==> src/logic/adc_cfg_regs.vh <==
`ifndef ADC_CFG_REGS_VH
`define ADC_CFG_REGS_VH

// register addresses on the 15-bit address phase
`define ADDR_IFCFG_PRI 15'h0000
`define ADDR_IFCFG_SEC 15'h0001
`define ADDR_CH0_GAIN_LO 15'h001c
`define ADDR_CH0_GAIN_HI 15'h001d
`define ADDR_CH1_GAIN_LO 15'h001e
`define ADDR_CH1_GAIN_HI 15'h001f
`define ADDR_MODES 15'h0020
`define ADDR_OSC 15'h0021
`define ADDR_IO 15'h0022
`define ADDR_TPAT0 15'h0023
`define ADDR_TPAT1 15'h0024
`define ADDR_TPAT2 15'h0025
`define ADDR_TPAT3 15'h0026
`define ADDR_DIGITAL_DIAGNOSTICS 15'h0034
`define ADDR_DIGITAL_ERROR_FLAGS 15'h0035

// storage slots of the plain read/write registers
`define IDX_CH0_GAIN_LO 4'h0
`define IDX_CH0_GAIN_HI 4'h1
`define IDX_CH1_GAIN_LO 4'h2
`define IDX_CH1_GAIN_HI 4'h3
`define IDX_MODES 4'h4
`define IDX_OSC 4'h5
`define IDX_IO 4'h6
`define IDX_TPAT0 4'h7
`define IDX_TPAT1 4'h8
`define IDX_TPAT2 4'h9
`define IDX_TPAT3 4'ha
`define IDX_DIGITAL_DIAGNOSTICS 4'hb
`define IDX_DIGITAL_ERROR_FLAGS 4'hc
`define CFG_ENTRIES 13

// reset values
`define IFCFG_PRI_RST 8'h10
`define IFCFG_SEC_RST 8'h00
`define GAIN_LO_RST 8'h00
`define GAIN_HI_RST 8'h80
`define MODES_RST 8'h00
`define OSC_RST 8'h00
`define IO_RST 8'h00
`define TPAT0_RST 8'h0f
`define TPAT1_RST 8'h0f
`define TPAT2_RST 8'h5a
`define TPAT3_RST 8'h5a
`define DIGITAL_DIAGNOSTICS_RST 8'h00
`define DIGITAL_ERROR_FLAGS_RST 8'h00

// field positions
`define SRST_HI_BIT 7
`define SRST_LO_BIT 0
`define ADDR_ORDER_BIT 5
`define DOUT_EN_BIT 4
`define SHORT_INSTR_BIT 3
`define ONE_INSTR_BIT 7
`define STALL_BIT 6
`define RW_BIT 15

// serial framing
`define INSTR_LAST 4'hf
`define BYTE_LAST 4'h7
`define READ_FLAG 1'h1

// synchroniser idle levels {sclk, csN, sdi}
`define PIN_IDLE 3'h2

`endif

==> src/logic/adc_spi_config_register_bank.v <==
// Behaviour
// - soft reset only when bits 7 and 0 are both one in one write
// - soft reset restores every register except the primary interface register
// - address order bit reads 0; streaming address decrements after each byte
// - secondary bit 7: 0 streams decreasing addresses, 1 one instruction each
// - short-instruction bit reads 0; address phase is always 15 bits
// - secondary bit 6 stores writes but never alters transactions
// - writes leave read-only bits unchanged
`timescale 1ns/1ps
`include "adc_cfg_regs.vh"
module adc_spi_config_register_bank (
   // clock and reset
   input wire mclk,
   input wire rst_n,
   // serial pins
   input wire sclk,
   input wire csN,
   input wire sdi,
   output wire sdoOut,
   output wire sdoOe,
   // interface configuration
   output wire oneInstrMode,
   output wire stallSel,
   output wire softResetPulse,
   // configuration for the converter core
   output wire [15:0] ch0Gain,
   output wire [15:0] ch1Gain,
   output wire [7:0] outModes,
   output wire [7:0] oscCtrl,
   output wire [7:0] ioCtrl,
   output wire [31:0] testPattern,
   output wire [7:0] digDiag,
   output wire [7:0] digErr
);
   localparam [1:0] ST_IDLE = 2'h0;
   localparam [1:0] ST_INSTR = 2'h1;
   localparam [1:0] ST_DATA = 2'h2;
   localparam [1:0] ST_SKIP = 2'h3;

   // slot order, highest slot first
   localparam [8*`CFG_ENTRIES-1:0] CFG_RST = {
      `DIGITAL_ERROR_FLAGS_RST,
      `DIGITAL_DIAGNOSTICS_RST,
      `TPAT3_RST,
      `TPAT2_RST,
      `TPAT1_RST,
      `TPAT0_RST,
      `IO_RST,
      `OSC_RST,
      `MODES_RST,
      `GAIN_HI_RST,
      `GAIN_LO_RST,
      `GAIN_HI_RST,
      `GAIN_LO_RST
   };
   localparam [7:0] PRI_RST = `IFCFG_PRI_RST;
   localparam [7:0] SEC_RST = `IFCFG_SEC_RST;

   localparam integer B_G0 = (`ADDR_CH0_GAIN_LO - `ADDR_CH0_GAIN_LO) * 8;
   localparam integer B_G1 = (`ADDR_CH1_GAIN_LO - `ADDR_CH0_GAIN_LO) * 8;
   localparam integer B_MODES = (`ADDR_MODES - `ADDR_CH0_GAIN_LO) * 8;
   localparam integer B_OSC = (`ADDR_OSC - `ADDR_CH0_GAIN_LO) * 8;
   localparam integer B_IO = (`ADDR_IO - `ADDR_CH0_GAIN_LO) * 8;
   localparam integer B_TPAT = (`ADDR_TPAT0 - `ADDR_CH0_GAIN_LO) * 8;
   localparam integer B_DIAG = `IDX_DIGITAL_DIAGNOSTICS * 8;
   localparam integer B_ERR = `IDX_DIGITAL_ERROR_FLAGS * 8;

   // pin synchronisers, {sclk, csN, sdi}
   wire [2:0] pinLvl;
   wire [2:0] pinRise;
   wire [2:0] pinFall;
   pin_sync #(
      .W(3),
      .IDLE(`PIN_IDLE)
   ) uSync (
      .mclk(mclk),
      .rst_n(rst_n),
      .din({sclk, csN, sdi}),
      .lvl(pinLvl),
      .rise(pinRise),
      .fall(pinFall)
   );
   wire sdiLvl = pinLvl[0];
   wire csHigh = pinLvl[1];
   wire sclkRise = pinRise[2];
   wire sclkFall = pinFall[2];

   reg [1:0] state_q;
   reg [3:0] bitCnt_q;
   reg [14:0] addr_q;
   reg isRead_q;
   reg oe_q;
   reg oneInstr_q;
   reg stall_q;
   reg srst_q;

   wire [15:0] rxData;
   wire [15:0] rxNext = {rxData[14:0], sdiLvl};
   wire [8*`CFG_ENTRIES-1:0] cfgFlat;

   // slot lookup for the plain read/write registers
   function [4:0] slotOf;
      input [14:0] a;
      begin
         slotOf = 5'h00;
         if (a == `ADDR_CH0_GAIN_LO) begin
            slotOf = {1'b1, `IDX_CH0_GAIN_LO};
         end else if (a == `ADDR_CH0_GAIN_HI) begin
            slotOf = {1'b1, `IDX_CH0_GAIN_HI};
         end else if (a == `ADDR_CH1_GAIN_LO) begin
            slotOf = {1'b1, `IDX_CH1_GAIN_LO};
         end else if (a == `ADDR_CH1_GAIN_HI) begin
            slotOf = {1'b1, `IDX_CH1_GAIN_HI};
         end else if (a == `ADDR_MODES) begin
            slotOf = {1'b1, `IDX_MODES};
         end else if (a == `ADDR_OSC) begin
            slotOf = {1'b1, `IDX_OSC};
         end else if (a == `ADDR_IO) begin
            slotOf = {1'b1, `IDX_IO};
         end else if (a == `ADDR_TPAT0) begin
            slotOf = {1'b1, `IDX_TPAT0};
         end else if (a == `ADDR_TPAT1) begin
            slotOf = {1'b1, `IDX_TPAT1};
         end else if (a == `ADDR_TPAT2) begin
            slotOf = {1'b1, `IDX_TPAT2};
         end else if (a == `ADDR_TPAT3) begin
            slotOf = {1'b1, `IDX_TPAT3};
         end else if (a == `ADDR_DIGITAL_DIAGNOSTICS) begin
            slotOf = {1'b1, `IDX_DIGITAL_DIAGNOSTICS};
         end else if (a == `ADDR_DIGITAL_ERROR_FLAGS) begin
            slotOf = {1'b1, `IDX_DIGITAL_ERROR_FLAGS};
         end
      end
   endfunction

   function [7:0] readReg;
      input [14:0] a;
      reg [4:0] s;
      begin
         s = slotOf(a);
         readReg = 8'h00;
         if (a == `ADDR_IFCFG_PRI) begin
            readReg = PRI_RST;
            // reset bits are never stored, so a later write cannot repeat the reset
            readReg[`SRST_HI_BIT] = PRI_RST[`SRST_HI_BIT];
            readReg[`SRST_LO_BIT] = PRI_RST[`SRST_LO_BIT];
            // only the decrementing order exists
            readReg[`ADDR_ORDER_BIT] = PRI_RST[`ADDR_ORDER_BIT];
            readReg[`DOUT_EN_BIT] = PRI_RST[`DOUT_EN_BIT];
         end else if (a == `ADDR_IFCFG_SEC) begin
            // short-instruction and reserved bits read zero
            readReg = SEC_RST;
            readReg[`SHORT_INSTR_BIT] = SEC_RST[`SHORT_INSTR_BIT];
            readReg[`ONE_INSTR_BIT] = oneInstr_q;
            readReg[`STALL_BIT] = stall_q;
         end else if (s[4]) begin
            readReg = cfgFlat[s[3:0]*8 +: 8];
         end
      end
   endfunction

   wire instrDone = (state_q == ST_INSTR) && sclkRise && (bitCnt_q == `INSTR_LAST);
   wire byteDone = (state_q == ST_DATA) && sclkRise && (bitCnt_q == `BYTE_LAST);
   wire wrEn = byteDone && !isRead_q;
   wire wrPrimary = wrEn && (addr_q == `ADDR_IFCFG_PRI);
   wire wrSecondary = wrEn && (addr_q == `ADDR_IFCFG_SEC);
   wire [4:0] wrSlot = slotOf(addr_q);
   wire [14:0] addrDec = addr_q - 15'h0001;
   wire softRst = wrPrimary && rxNext[`SRST_HI_BIT] && rxNext[`SRST_LO_BIT];
   wire clearCfg = !rst_n || softRst;
   wire txLoad = (instrDone && rxNext[`RW_BIT] == `READ_FLAG) ||
      (byteDone && isRead_q && !oneInstr_q);
   wire [7:0] txData = instrDone ? readReg(rxNext[14:0]) : readReg(addrDec);
   // receive on every filtered rise in the instruction and data phases
   wire rxShift = sclkRise && !csHigh && (state_q == ST_INSTR || state_q == ST_DATA);
   // the first data bit is already on the pin when the data phase opens
   wire txShift = sclkFall && (state_q == ST_DATA) && (bitCnt_q != 4'h0);
   wire txLoadEn = txLoad && !csHigh;

   spi_byte_shift uShift (
      .mclk(mclk),
      .rst_n(rst_n),
      .shiftIn(rxShift),
      .sdiBit(sdiLvl),
      .rxData(rxData),
      .shiftOut(txShift),
      .load(txLoadEn),
      .loadData(txData),
      .txBit(sdoOut)
   );

   // plain read/write registers, one slot each
   genvar i;
   generate
      for (i = 0; i < `CFG_ENTRIES; i = i + 1) begin : gCfg
         reg [7:0] val_q;
         always @(posedge mclk) begin
            if (clearCfg) begin
               val_q <= CFG_RST[i*8 +: 8];
            end else if (wrEn && wrSlot[4] && wrSlot[3:0] == i) begin
               val_q <= rxNext[7:0];
            end
         end
         assign cfgFlat[i*8 +: 8] = val_q;
      end
   endgenerate

   // secondary interface register: only bits 7 and 6 take writes
   always @(posedge mclk) begin
      if (clearCfg) begin
         oneInstr_q <= SEC_RST[`ONE_INSTR_BIT];
         stall_q <= SEC_RST[`STALL_BIT];
      end else if (wrSecondary) begin
         oneInstr_q <= rxNext[`ONE_INSTR_BIT];
         stall_q <= rxNext[`STALL_BIT];
      end
   end

   // one-cycle flag after a soft reset
   always @(posedge mclk) begin
      if (!rst_n) begin
         srst_q <= 1'b0;
      end else begin
         srst_q <= softRst;
      end
   end

   // transaction sequencer
   always @(posedge mclk) begin
      if (!rst_n) begin
         state_q <= ST_IDLE;
         bitCnt_q <= 4'h0;
         addr_q <= 15'h0000;
         isRead_q <= 1'b0;
         oe_q <= 1'b0;
      end else if (csHigh) begin
         // chip select high aborts the frame; partial bytes are dropped
         state_q <= ST_IDLE;
         bitCnt_q <= 4'h0;
         oe_q <= 1'b0;
      end else begin
         case (state_q)
            ST_IDLE: begin
               // chip select low opens the instruction phase
               state_q <= ST_INSTR;
               bitCnt_q <= 4'h0;
            end
            ST_INSTR: begin
               if (sclkRise) begin
                  if (bitCnt_q == `INSTR_LAST) begin
                     // full 15-bit address after the direction bit
                     state_q <= ST_DATA;
                     bitCnt_q <= 4'h0;
                     isRead_q <= rxNext[`RW_BIT];
                     addr_q <= rxNext[14:0];
                     oe_q <= rxNext[`RW_BIT] == `READ_FLAG;
                  end else begin
                     bitCnt_q <= bitCnt_q + 4'h1;
                  end
               end
            end
            ST_DATA: begin
               if (sclkRise) begin
                  if (bitCnt_q == `BYTE_LAST) begin
                     bitCnt_q <= 4'h0;
                     if (oneInstr_q) begin
                        state_q <= ST_SKIP;
                        oe_q <= 1'b0;
                     end else begin
                        addr_q <= addrDec;
                     end
                  end else begin
                     bitCnt_q <= bitCnt_q + 4'h1;
                  end
               end
            end
            ST_SKIP: begin
               // later bytes of a single-instruction frame are ignored
               oe_q <= 1'b0;
            end
            default: begin
               oe_q <= 1'b0;
            end
         endcase
      end
   end

   assign sdoOe = oe_q;
   assign oneInstrMode = oneInstr_q;
   assign stallSel = stall_q;
   assign softResetPulse = srst_q;
   assign ch0Gain = cfgFlat[B_G0 +: 16];
   assign ch1Gain = cfgFlat[B_G1 +: 16];
   assign outModes = cfgFlat[B_MODES +: 8];
   assign oscCtrl = cfgFlat[B_OSC +: 8];
   assign ioCtrl = cfgFlat[B_IO +: 8];
   assign testPattern = cfgFlat[B_TPAT +: 32];
   assign digDiag = cfgFlat[B_DIAG +: 8];
   assign digErr = cfgFlat[B_ERR +: 8];
endmodule

==> src/logic/pin_sync.v <==
`timescale 1ns/1ps
module pin_sync #(
   parameter W = 3,
   parameter [W-1:0] IDLE = 0
) (
   // clock and reset
   input wire mclk,
   input wire rst_n,
   // raw pins
   input wire [W-1:0] din,
   // filtered level and edge pulses
   output wire [W-1:0] lvl,
   output wire [W-1:0] rise,
   output wire [W-1:0] fall
);
   genvar i;
   generate
      for (i = 0; i < W; i = i + 1) begin : gBit
         reg s1_q;
         reg s2_q;
         reg s3_q;
         reg lvl_q;
         always @(posedge mclk) begin
            if (!rst_n) begin
               s1_q <= IDLE[i];
               s2_q <= IDLE[i];
               s3_q <= IDLE[i];
               lvl_q <= IDLE[i];
            end else begin
               s1_q <= din[i];
               s2_q <= s1_q;
               s3_q <= s2_q;
               // a change counts once the last two stages agree
               if (s2_q == s3_q) begin
                  lvl_q <= s3_q;
               end
            end
         end
         assign lvl[i] = lvl_q;
         assign rise[i] = (s2_q == s3_q) & s3_q & ~lvl_q;
         assign fall[i] = (s2_q == s3_q) & ~s3_q & lvl_q;
      end
   endgenerate
endmodule

==> src/logic/spi_byte_shift.v <==
`timescale 1ns/1ps
module spi_byte_shift (
   // clock and reset
   input wire mclk,
   input wire rst_n,
   // receive side
   input wire shiftIn,
   input wire sdiBit,
   output wire [15:0] rxData,
   // transmit side
   input wire shiftOut,
   input wire load,
   input wire [7:0] loadData,
   output wire txBit
);
   reg [15:0] rx_q;
   reg [7:0] tx_q;

   always @(posedge mclk) begin
      if (!rst_n) begin
         rx_q <= 16'h0000;
      end else if (shiftIn) begin
         rx_q <= {rx_q[14:0], sdiBit};
      end
   end

   // msb first; a load wins over a shift
   always @(posedge mclk) begin
      if (!rst_n) begin
         tx_q <= 8'h00;
      end else if (load) begin
         tx_q <= loadData;
      end else if (shiftOut) begin
         tx_q <= {tx_q[6:0], 1'b0};
      end
   end

   assign rxData = rx_q;
   assign txBit = tx_q[7];
endmodule

==> config.mk <==
export PLATFORM = sky130hd
export DESIGN_NAME = adc_spi_config_register_bank
export DESIGN_NICKNAME = d
export VERILOG_FILES = /design/src/logic/adc_spi_config_register_bank.v /design/src/logic/pin_sync.v /design/src/logic/spi_byte_shift.v
export VERILOG_INCLUDE_DIRS = /design/src /design/src/logic
export SDC_FILE = /design/constraint.sdc
export NUM_CORES = 1
export LEC_CHECK = 0
export BUFFER_PORTS_ARGS = -buffer_cell sky130_fd_sc_hd__buf_2
export CAP_MARGIN = 0
export CORE_ASPECT_RATIO = 1.2
export CORE_MARGIN = 1.5
export CORE_UTILIZATION = 45
export CTS_CLUSTER_DIAMETER = 200
export DETAILED_ROUTE_END_ITERATION = 16
export GPL_TIMING_DRIVEN = 0
export MAX_ROUTING_LAYER = met4
export SLEW_MARGIN = 5
export SYNTH_ARGS = -nofsm -noshare
export SYNTH_HDL_FRONTEND = slang
export SYNTH_SLANG_ARGS = --single-unit
==> constraint.sdc <==
create_clock -name mclk -period 8 [get_ports mclk]
set_input_delay 0.4 -clock mclk [delete_from_list [all_inputs] [get_ports mclk]]
set_output_delay 0.4 -clock mclk [all_outputs]
set_load 0.05 [all_outputs]
==> impl_metrics.env, run 1 <==
export IMPL_status="finished, final reports clean"
export IMPL_slew_viol_final=0
export IMPL_htreeDepth=4
export IMPL_port_buffers=112
export IMPL_worst_pin_slew_ps=1170
export IMPL_placed_cell_area_um2=10700
export IMPL_seq_area_um2=3300
export IMPL_die_area_um2=22800
export IMPL_synth_main_ff_cell="dfxtp_1"
export IMPL_critical_path_max_stage_delay_ps=890
export IMPL_ys_top_cells_by_count="184 x mux2i_1, 173 x nor2_1, 165 x dfxtp_1"
export IMPL_crit_buf_inv=4
export IMPL_clock_path_buffers=2
export IMPL_fin_setup_tns_ps=0
export IMPL_fmax_mhz=192
export IMPL_syn_inst=1175
export IMPL_crit_required_ps=8320
export IMPL_rrSetupSlack_ps=2800
export IMPL_cp_end_kind="flop"
export IMPL_grtUsageTotal_pct=34.3
export IMPL_io_pins=114
export IMPL_grt_max_degree=17
export IMPL_setup_violations=0
export IMPL_core_area_um2=21600
export IMPL_fin_nets=1325
export IMPL_power_leakage_nw=4.33
export IMPL_die_w_um=138
export IMPL_dp_hpwl_mm=28.5
export IMPL_clk_latency_ps=430
export IMPL_rows=59
export IMPL_synthTopCellsByArea="dfxtp_1 34%, mux2i_1 19%, nor2_1 6.6%"
export IMPL_crit_chain="buf_2, inv_1, ha_1, clkbuf_1, o41ai_1, and2_1, a211o_1, a32oi_1, nor3_1, clkbuf_1, a2bb2oi_1, a311oi_1, o21ai_0, o2111a_1"
export IMPL_critPathArrivalTime_ps=5520
export IMPL_synth_seq_cells=165
export IMPL_hp_start="csN"
export IMPL_die_h_um=165
export IMPL_worstPathMaxFanout=10
export IMPL_synth_edff_count=0
export IMPL_multi_input_area_um2=6140
export IMPL_first_global_vias=9100
export IMPL_crit_path_top_delay_cell="o41ai_1"
export IMPL_hold_class="in -> reg"
export IMPL_drc=0
export IMPL_cts_resized=0
export IMPL_synth_top_area_cell="dfxtp_1"
export IMPL_reg2reg_from="addr_q[0]$_SDFFE_PN0P_"
export IMPL_hold_depth=2
export IMPL_drive_above_1_share_pct=16.6
export IMPL_period_minus_slack_ps=5200
export IMPL_nFillCells=2089
export IMPL_drt_iter0_markers=602
export IMPL_netlist_area_um2=9840
export IMPL_slew_headroom_pct=21.4
export IMPL_cts_root_buf="clkbuf_16"
export IMPL_avgSynthCellArea_um2=8.38
export IMPL_syn_to_final_growth_pct=15.1
export IMPL_post_cts_setup_buffers=0
export IMPL_drtAntennaViolNets=0
export IMPL_start_kind="flop"
export IMPL_gr_total_overflow=0
export IMPL_min_to="uSync.gBit[1].s1_q$_SDFF_PN1_"
export IMPL_routedWlPerCell_um=23.7
export IMPL_wirelength_mm=37.7
export IMPL_cts_made_buffers=17
export IMPL_cts_hold_buf=0
export IMPL_r2r_end="uShift.tx_q[3]$_SDFFE_PN0P_"
export IMPL_p_per_area_nw_per_um2=149
export IMPL_critPathKind="reg -> reg"
export IMPL_cp_top_family="compound AO/OA/AOI/OAI gates"
export IMPL_stdcell_area_um2=11300
export IMPL_reg2reg_depth=14
export IMPL_dr_total_vias=9764
export IMPL_path_clk_slew_ps=70
export IMPL_start_util_pct=45.7
export IMPL_synth_top_area_share_pct=33.6
export IMPL_yosysSeqAreaShare_pct=33.6
export IMPL_yosysWarningCount=0
export IMPL_fin_crit_sh_pct=65.1
export IMPL_yosysMostFrequentCell="mux2i_1"
export IMPL_antenna_found_initial=0
export IMPL_first_pass_iters=5
export IMPL_ys_types=74
export IMPL_hold_viol=0
export IMPL_cpMostUsedCell="clkbuf_1"
export IMPL_syn_nets=1194
export IMPL_cts_sinks=165
export IMPL_gp_congestion=1.04
export IMPL_n_antenna_cell=0
export IMPL_via_per_inst=6.13
export IMPL_ir_drop_v=0.000133
export IMPL_async_flop_share_pct=0
export IMPL_cts_tree="yes"
export IMPL_rsz0062_at_grt="no"
export IMPL_finClkSkew_ps=8.08
export IMPL_grt_pass1_wl_mm=55.8
export IMPL_cap_violations=0
where the power goes:
part | leakage (nW) | internal (W) | switching, W
logic | 2.72 | 0.00000427 | 0.0000206
clock network | 0.281 | 0.000449 | 0.000393
registers | 1.33 | 0.000823 | 0.000000846
per-layer routing:
metal  GRT usage [%]  up-vias  wire, um
met2            56.3      408     18300
li1                -     4514         -
met4            16.4        0      1710
met1            41.6     4761     15800
met3            4.21       81      1910
met5               -        -         0
worst reg2reg max path: stages, from the launching register on:
cell,delay [ps]
dfxtp_1,390
buf_2,250
inv_1,110
ha_1,300
clkbuf_1,260
o41ai_1,890
and2_1,260
a211o_1,130
a32oi_1,310
nor3_1,860
clkbuf_1,490
a2bb2oi_1,120
a311oi_1,270
o21ai_0,240
o2111a_1,220
worst max path at each step:
| stage | start | endpoint | slack, ps | depth (start not counted) |
|---|---|---|---|---|
| global route | addr_q[0]$_SDFFE_PN0P_ | uShift.tx_q[4]$_SDFFE_PN0P_ | 2570 | 13 |
| floorplan | addr_q[0]$_SDFFE_PN0P_ | uShift.tx_q[6]$_SDFFE_PN0P_ | 4190 | 14 |
| global placement | addr_q[0]$_SDFFE_PN0P_ | uShift.tx_q[4]$_SDFFE_PN0P_ | 2960 | 13 |
| detailed placement | addr_q[0]$_SDFFE_PN0P_ | uShift.tx_q[3]$_SDFFE_PN0P_ | 2970 | 14 |
| finish | addr_q[0]$_SDFFE_PN0P_ | uShift.tx_q[3]$_SDFFE_PN0P_ | 2800 | 14 |
| CTS | addr_q[0]$_SDFFE_PN0P_ | uShift.tx_q[3]$_SDFFE_PN0P_ | 2910 | 14 |
stage by stage:
stage / worst slack (ps) / util (%) / hold slack [ps] / power (W) / instances
final: 2800 / 52.5 / 151 / 0.00169 / 1593
after floorplan: 4190 / - / 386 / 0.000856 / 1175
after detailed placement: 2970 / 49.8 / 400 / 0.000867 / 1561
after CTS: 2910 / 52.5 / 143 / 0.00169 / 1593
after global routing: 2570 / 52.5 / 167 / 0.00173 / 1593
after global placement: 2960 / 49.8 / 389 / 0.000867 / 1561
state kept, by name (all words and copies together), names as in the netlist:
name and cells:
addr_q 15, bitCnt_q 4, digDiag 8, digErr 8
gCfg.val_q 64, ioCtrl 8, isRead_q 1, oneInstrMode 1
oscCtrl 8, outModes 8, sdoOe 1, softResetPulse 1
stallSel 1, state_q 2, uShift.rxData 15, uShift.tx_q 8
uSync.gBit.lvl_q 3, uSync.gBit.s1_q 3, uSync.gBit.s2_q 3, uSync.gBit.s3_q 3
placed cells by master (no fill, tap or decap), types with 22 or more instances in the layout:
master,n
mux2i_1,184
nor2_1,173
dfxtp_1,165
buf_2,127
nand2_1,119
a21oi_1,59
clkbuf_1,58
nand3_1,27
o21ai_0,23
nor3_1,22
cell type report:
class | instances | area share [%]
Timing Repair Buffer | 112 | 4.95
Multi-Input combinational cell | 908 | 54.2
Clock buffer | 19 | 3.91
Sequential cell | 165 | 29.2
Buffer | 81 | 2.85
Tap cell | 274 | 3.03
Inverter | 21 | 0.696
Clock inverter | 13 | 1.20
kinds of logic after synthesis:
logic type,share of synthesized area (%)
flops,33.6
fa+ha+maj,1.78
mux,21.6
buf+inv,4.08
simple gates,23.1
xor+xnor,0.356
compound gates,15.5
Power figures use the tool's default switching activity.
==> inputs of run 2 (changes only) <==
--- a/config.mk
+++ b/config.mk
@@ -6,6 +6,7 @@
 export SDC_FILE = /design/constraint.sdc
 export NUM_CORES = 1
 export LEC_CHECK = 0
+export ABC_AREA = 1
 export BUFFER_PORTS_ARGS = -buffer_cell sky130_fd_sc_hd__buf_2
 export CAP_MARGIN = 0
 export CORE_ASPECT_RATIO = 1.2
==> constraint.sdc (replaced) <==
create_clock -name mclk -period 5.2 [get_ports mclk]
set_input_delay 0.26 -clock mclk [delete_from_list [all_inputs] [get_ports mclk]]
set_output_delay 0.26 -clock mclk [all_outputs]
set_load 0.05 [all_outputs]
==> run 2 against run 1 <==
Against the previous run: cell area grew 8.6%; critical path depth increased by 2; sequential cell count did not move; sequential power up 54%; maximum frequency is 20% higher; clock power increased by 57%; sequential share of layout area fell by 2.3 points; critical path type unchanged.
==> impl_metrics.env, run 2 <==
export IMPL_status="finished, final reports clean"
export IMPL_netlist_area_um2=10700
export IMPL_critPathKind="reg -> reg"
export IMPL_syn_nets=1666
export IMPL_drive_above_1_share_pct=14.0
export IMPL_fmax_mhz=230
export IMPL_antenna_found_initial=0
export IMPL_worstPathMaxFanout=10
export IMPL_totalPowerFinal_w=0.00263
export IMPL_routedWlPerCell_um=21.5
export IMPL_core_area_um2=23300
export IMPL_crit_path_top_delay_cell="clkinv_1"
export IMPL_largest_reg_flops=64
export IMPL_die_h_um=172
export IMPL_p_per_area_nw_per_um2=214
export IMPL_crit_required_ps=5580
export IMPL_via_per_inst=5.86
export IMPL_n_antenna_cell=0
export IMPL_port_buffers=112
export IMPL_cts_resized=0
export IMPL_clk_latency_ps=460
export IMPL_yosysWarningCount=0
export IMPL_ys_types=60
export IMPL_wirelength_mm=45.3
export IMPL_synth_edff_count=0
export IMPL_finClkSkew_ps=17.1
export IMPL_synth_top_area_share_pct=30.8
export IMPL_first_global_vias=11300
export IMPL_final_common_cell="nand2_1"
export IMPL_syn_inst=1647
export IMPL_syn_to_final_growth_pct=14.8
export IMPL_synth_top_area_cell="dfxtp_1"
export IMPL_first_pass_iters=5
export IMPL_regMostFlops="gCfg.val_q"
export IMPL_hold_class="in -> reg"
export IMPL_gp_congestion=1.01
export IMPL_io_pins=114
export IMPL_cts_sinks=165
export IMPL_die_area_um2=24700
export IMPL_grtUsageTotal_pct=37.9
export IMPL_start_kind="flop"
export IMPL_cts_made_buffers=17
export IMPL_yosysSeqAreaShare_pct=30.8
export IMPL_critPathArrivalTime_ps=4720
export IMPL_yosysMostFrequentCell="nand2_1"
export IMPL_avgSynthCellArea_um2=6.51
export IMPL_slew_headroom_pct=29.0
export IMPL_power_leakage_nw=5.51
export IMPL_drtAntennaViolNets=0
export IMPL_htreeDepth=4
export IMPL_synthTopCellsByArea="dfxtp_1 31%, nand2_1 11%, o21ai_0 7.5%"
export IMPL_drt_iter0_markers=1156
export IMPL_start_util_pct=46.0
export IMPL_dr_total_vias=12400
export IMPL_clock_path_buffers=2
export IMPL_ir_drop_v=0.000226
export IMPL_rsz0062_at_grt="no"
export IMPL_rows=61
export IMPL_async_flop_share_pct=0
export IMPL_fin_setup_tns_ps=0
export IMPL_critical_path_max_stage_delay_ps=580
export IMPL_die_w_um=144
export IMPL_ys_top_cells_by_count="306 x nand2_1, 211 x inv_1, 165 x dfxtp_1"
export IMPL_cts_root_buf="clkbuf_16"
export IMPL_cap_violations=0
export IMPL_grt_pass1_wl_mm=67.4
export IMPL_fin_crit_sh_pct=83.4
export IMPL_worst_pin_slew_ps=1060
export IMPL_slew_viol_final=0
export IMPL_path_clk_slew_ps=70
export IMPL_drc=0
export IMPL_synth_seq_cells=165
export IMPL_crit_chain="buf_2, clkinv_1, nor2_1, inv_1, nor2_1, inv_1, o21ai_0, a21oi_2, clkinv_1, clkbuf_1, a21oi_1, o311ai_0, nand3_1, a21oi_1, nand2_1, a21oi_2"
export IMPL_synth_main_ff_cell="dfxtp_1"
export IMPL_gr_total_overflow=0
export IMPL_fin_nets=1800
export IMPL_final_cell_mix="306 x nand2_1, 211 x inv_1, 165 x dfxtp_1"
export IMPL_setup_violations=0
export IMPL_cts_tree="yes"
export IMPL_period_minus_slack_ps=4340
export IMPL_cp_end_kind="flop"
export IMPL_hold_viol=0
export IMPL_nFillCells=2453
export IMPL_dp_hpwl_mm=35.0
export IMPL_grt_max_degree=18
run 2: cell types whose count changed in the layout (fill, tap and decap cells not counted), sizes merged, moves of 9 or more:
cell	change
inv	+201
and2	-15
clkbuf	-16
mux2i	-184
o221a	-9
a21oi	+87
o211ai	+42
nor2	-25
nand3	+99
nand2	+209
o21ai	+161
nand2b	-15
mux2	-11
run 2: per-layer routing:
layer	vias up	wire length, um	global-route usage, %
met3	158	2940	5.59
met5	-	0	-
met1	5767	17700	43.3
li1	5868	-	-
met4	0	2840	22.3
met2	562	21800	63.1
run 2: timing repair:
| item | in CTS | in global routing |
|---|---|---|
| hold endpoints to repair | 3 | 0 |
| setup buffers | 0 | 0 |
| hold buffers | 3 | 0 |
run 2: cell type report:
| class | count | area [um2] | share of cell area, % |
|---|---|---|---|
| inverters | 229 | 860 | 6.99 |
| well taps | 315 | 394 | 3.20 |
| multi-input cells | 1181 | 6190 | 50.4 |
| plain buffers | 72 | 358 | 2.91 |
| clock inverters | 14 | 160 | 1.30 |
| flip-flops and latches | 165 | 3300 | 26.9 |
| clock buffers | 18 | 439 | 3.57 |
| repair buffers | 115 | 591 | 4.80 |
run 2: worst paths after layout:
path | end | cells past startpoint | slack (ps) | start
setup / recovery | uShift.tx_q[4]$_SDFFE_PN0P_ | 16 | 860 | uShift.rxData[1]$_SDFFE_PN0P_
hold / removal | uShift.tx_q[1]$_SDFFE_PN0P_ | 3 | 340 | rst_n
setup reg to reg | uShift.tx_q[4]$_SDFFE_PN0P_ | 16 | 860 | uShift.rxData[1]$_SDFFE_PN0P_
hold reg to reg | uSync.gBit[1].s2_q$_SDFF_PN1_ | 1 | 420 | uSync.gBit[1].s1_q$_SDFF_PN1_
run 2: cell families (layout without fill, tap and decap cells):
family | count (synthesis) | in the layout | synth area share [%]
DFF | 165 | 165 | 30.8
and+or+nand+nor | 686 | 686 | 29.7
AOI/OAI and AO/OA | 479 | 479 | 26.3
buffers and inverters | 301 | 448 | 11.4
adders and majority gates | 14 | 14 | 1.63
xor gates and xnor gates | 2 | 2 | 0.234
run 2: metrics by stage:
step | instance area (um2) | util (%) | instances | setup WS, ps | hold WS (ps)
global placement | 11700 | 50.1 | 2074 | 982 | 398
CTS | 12300 | 52.8 | 2109 | 996 | 333
detailed placement | 11700 | 50.1 | 2074 | 1020 | 403
finish | 12300 | 52.8 | 2109 | 861 | 340
global route | 12300 | 52.8 | 2109 | 573 | 374
floorplan | 10700 | - | 1647 | 2160 | 358
run 2: where the power goes:
group	leakage [nW]	switching [W]	internal, W
Clock	0.287	0.000620	0.000698
Sequential	1.33	0.00000134	0.00127
Combinational	3.90	0.0000346	0.0000112
run 2: worst max-delay path: cells and delay by family (launching register included):
kind            cells  cell delay, ps
buf+inv             6            1910
compound gates      6            1370
simple gates        4             680
flops               1             300
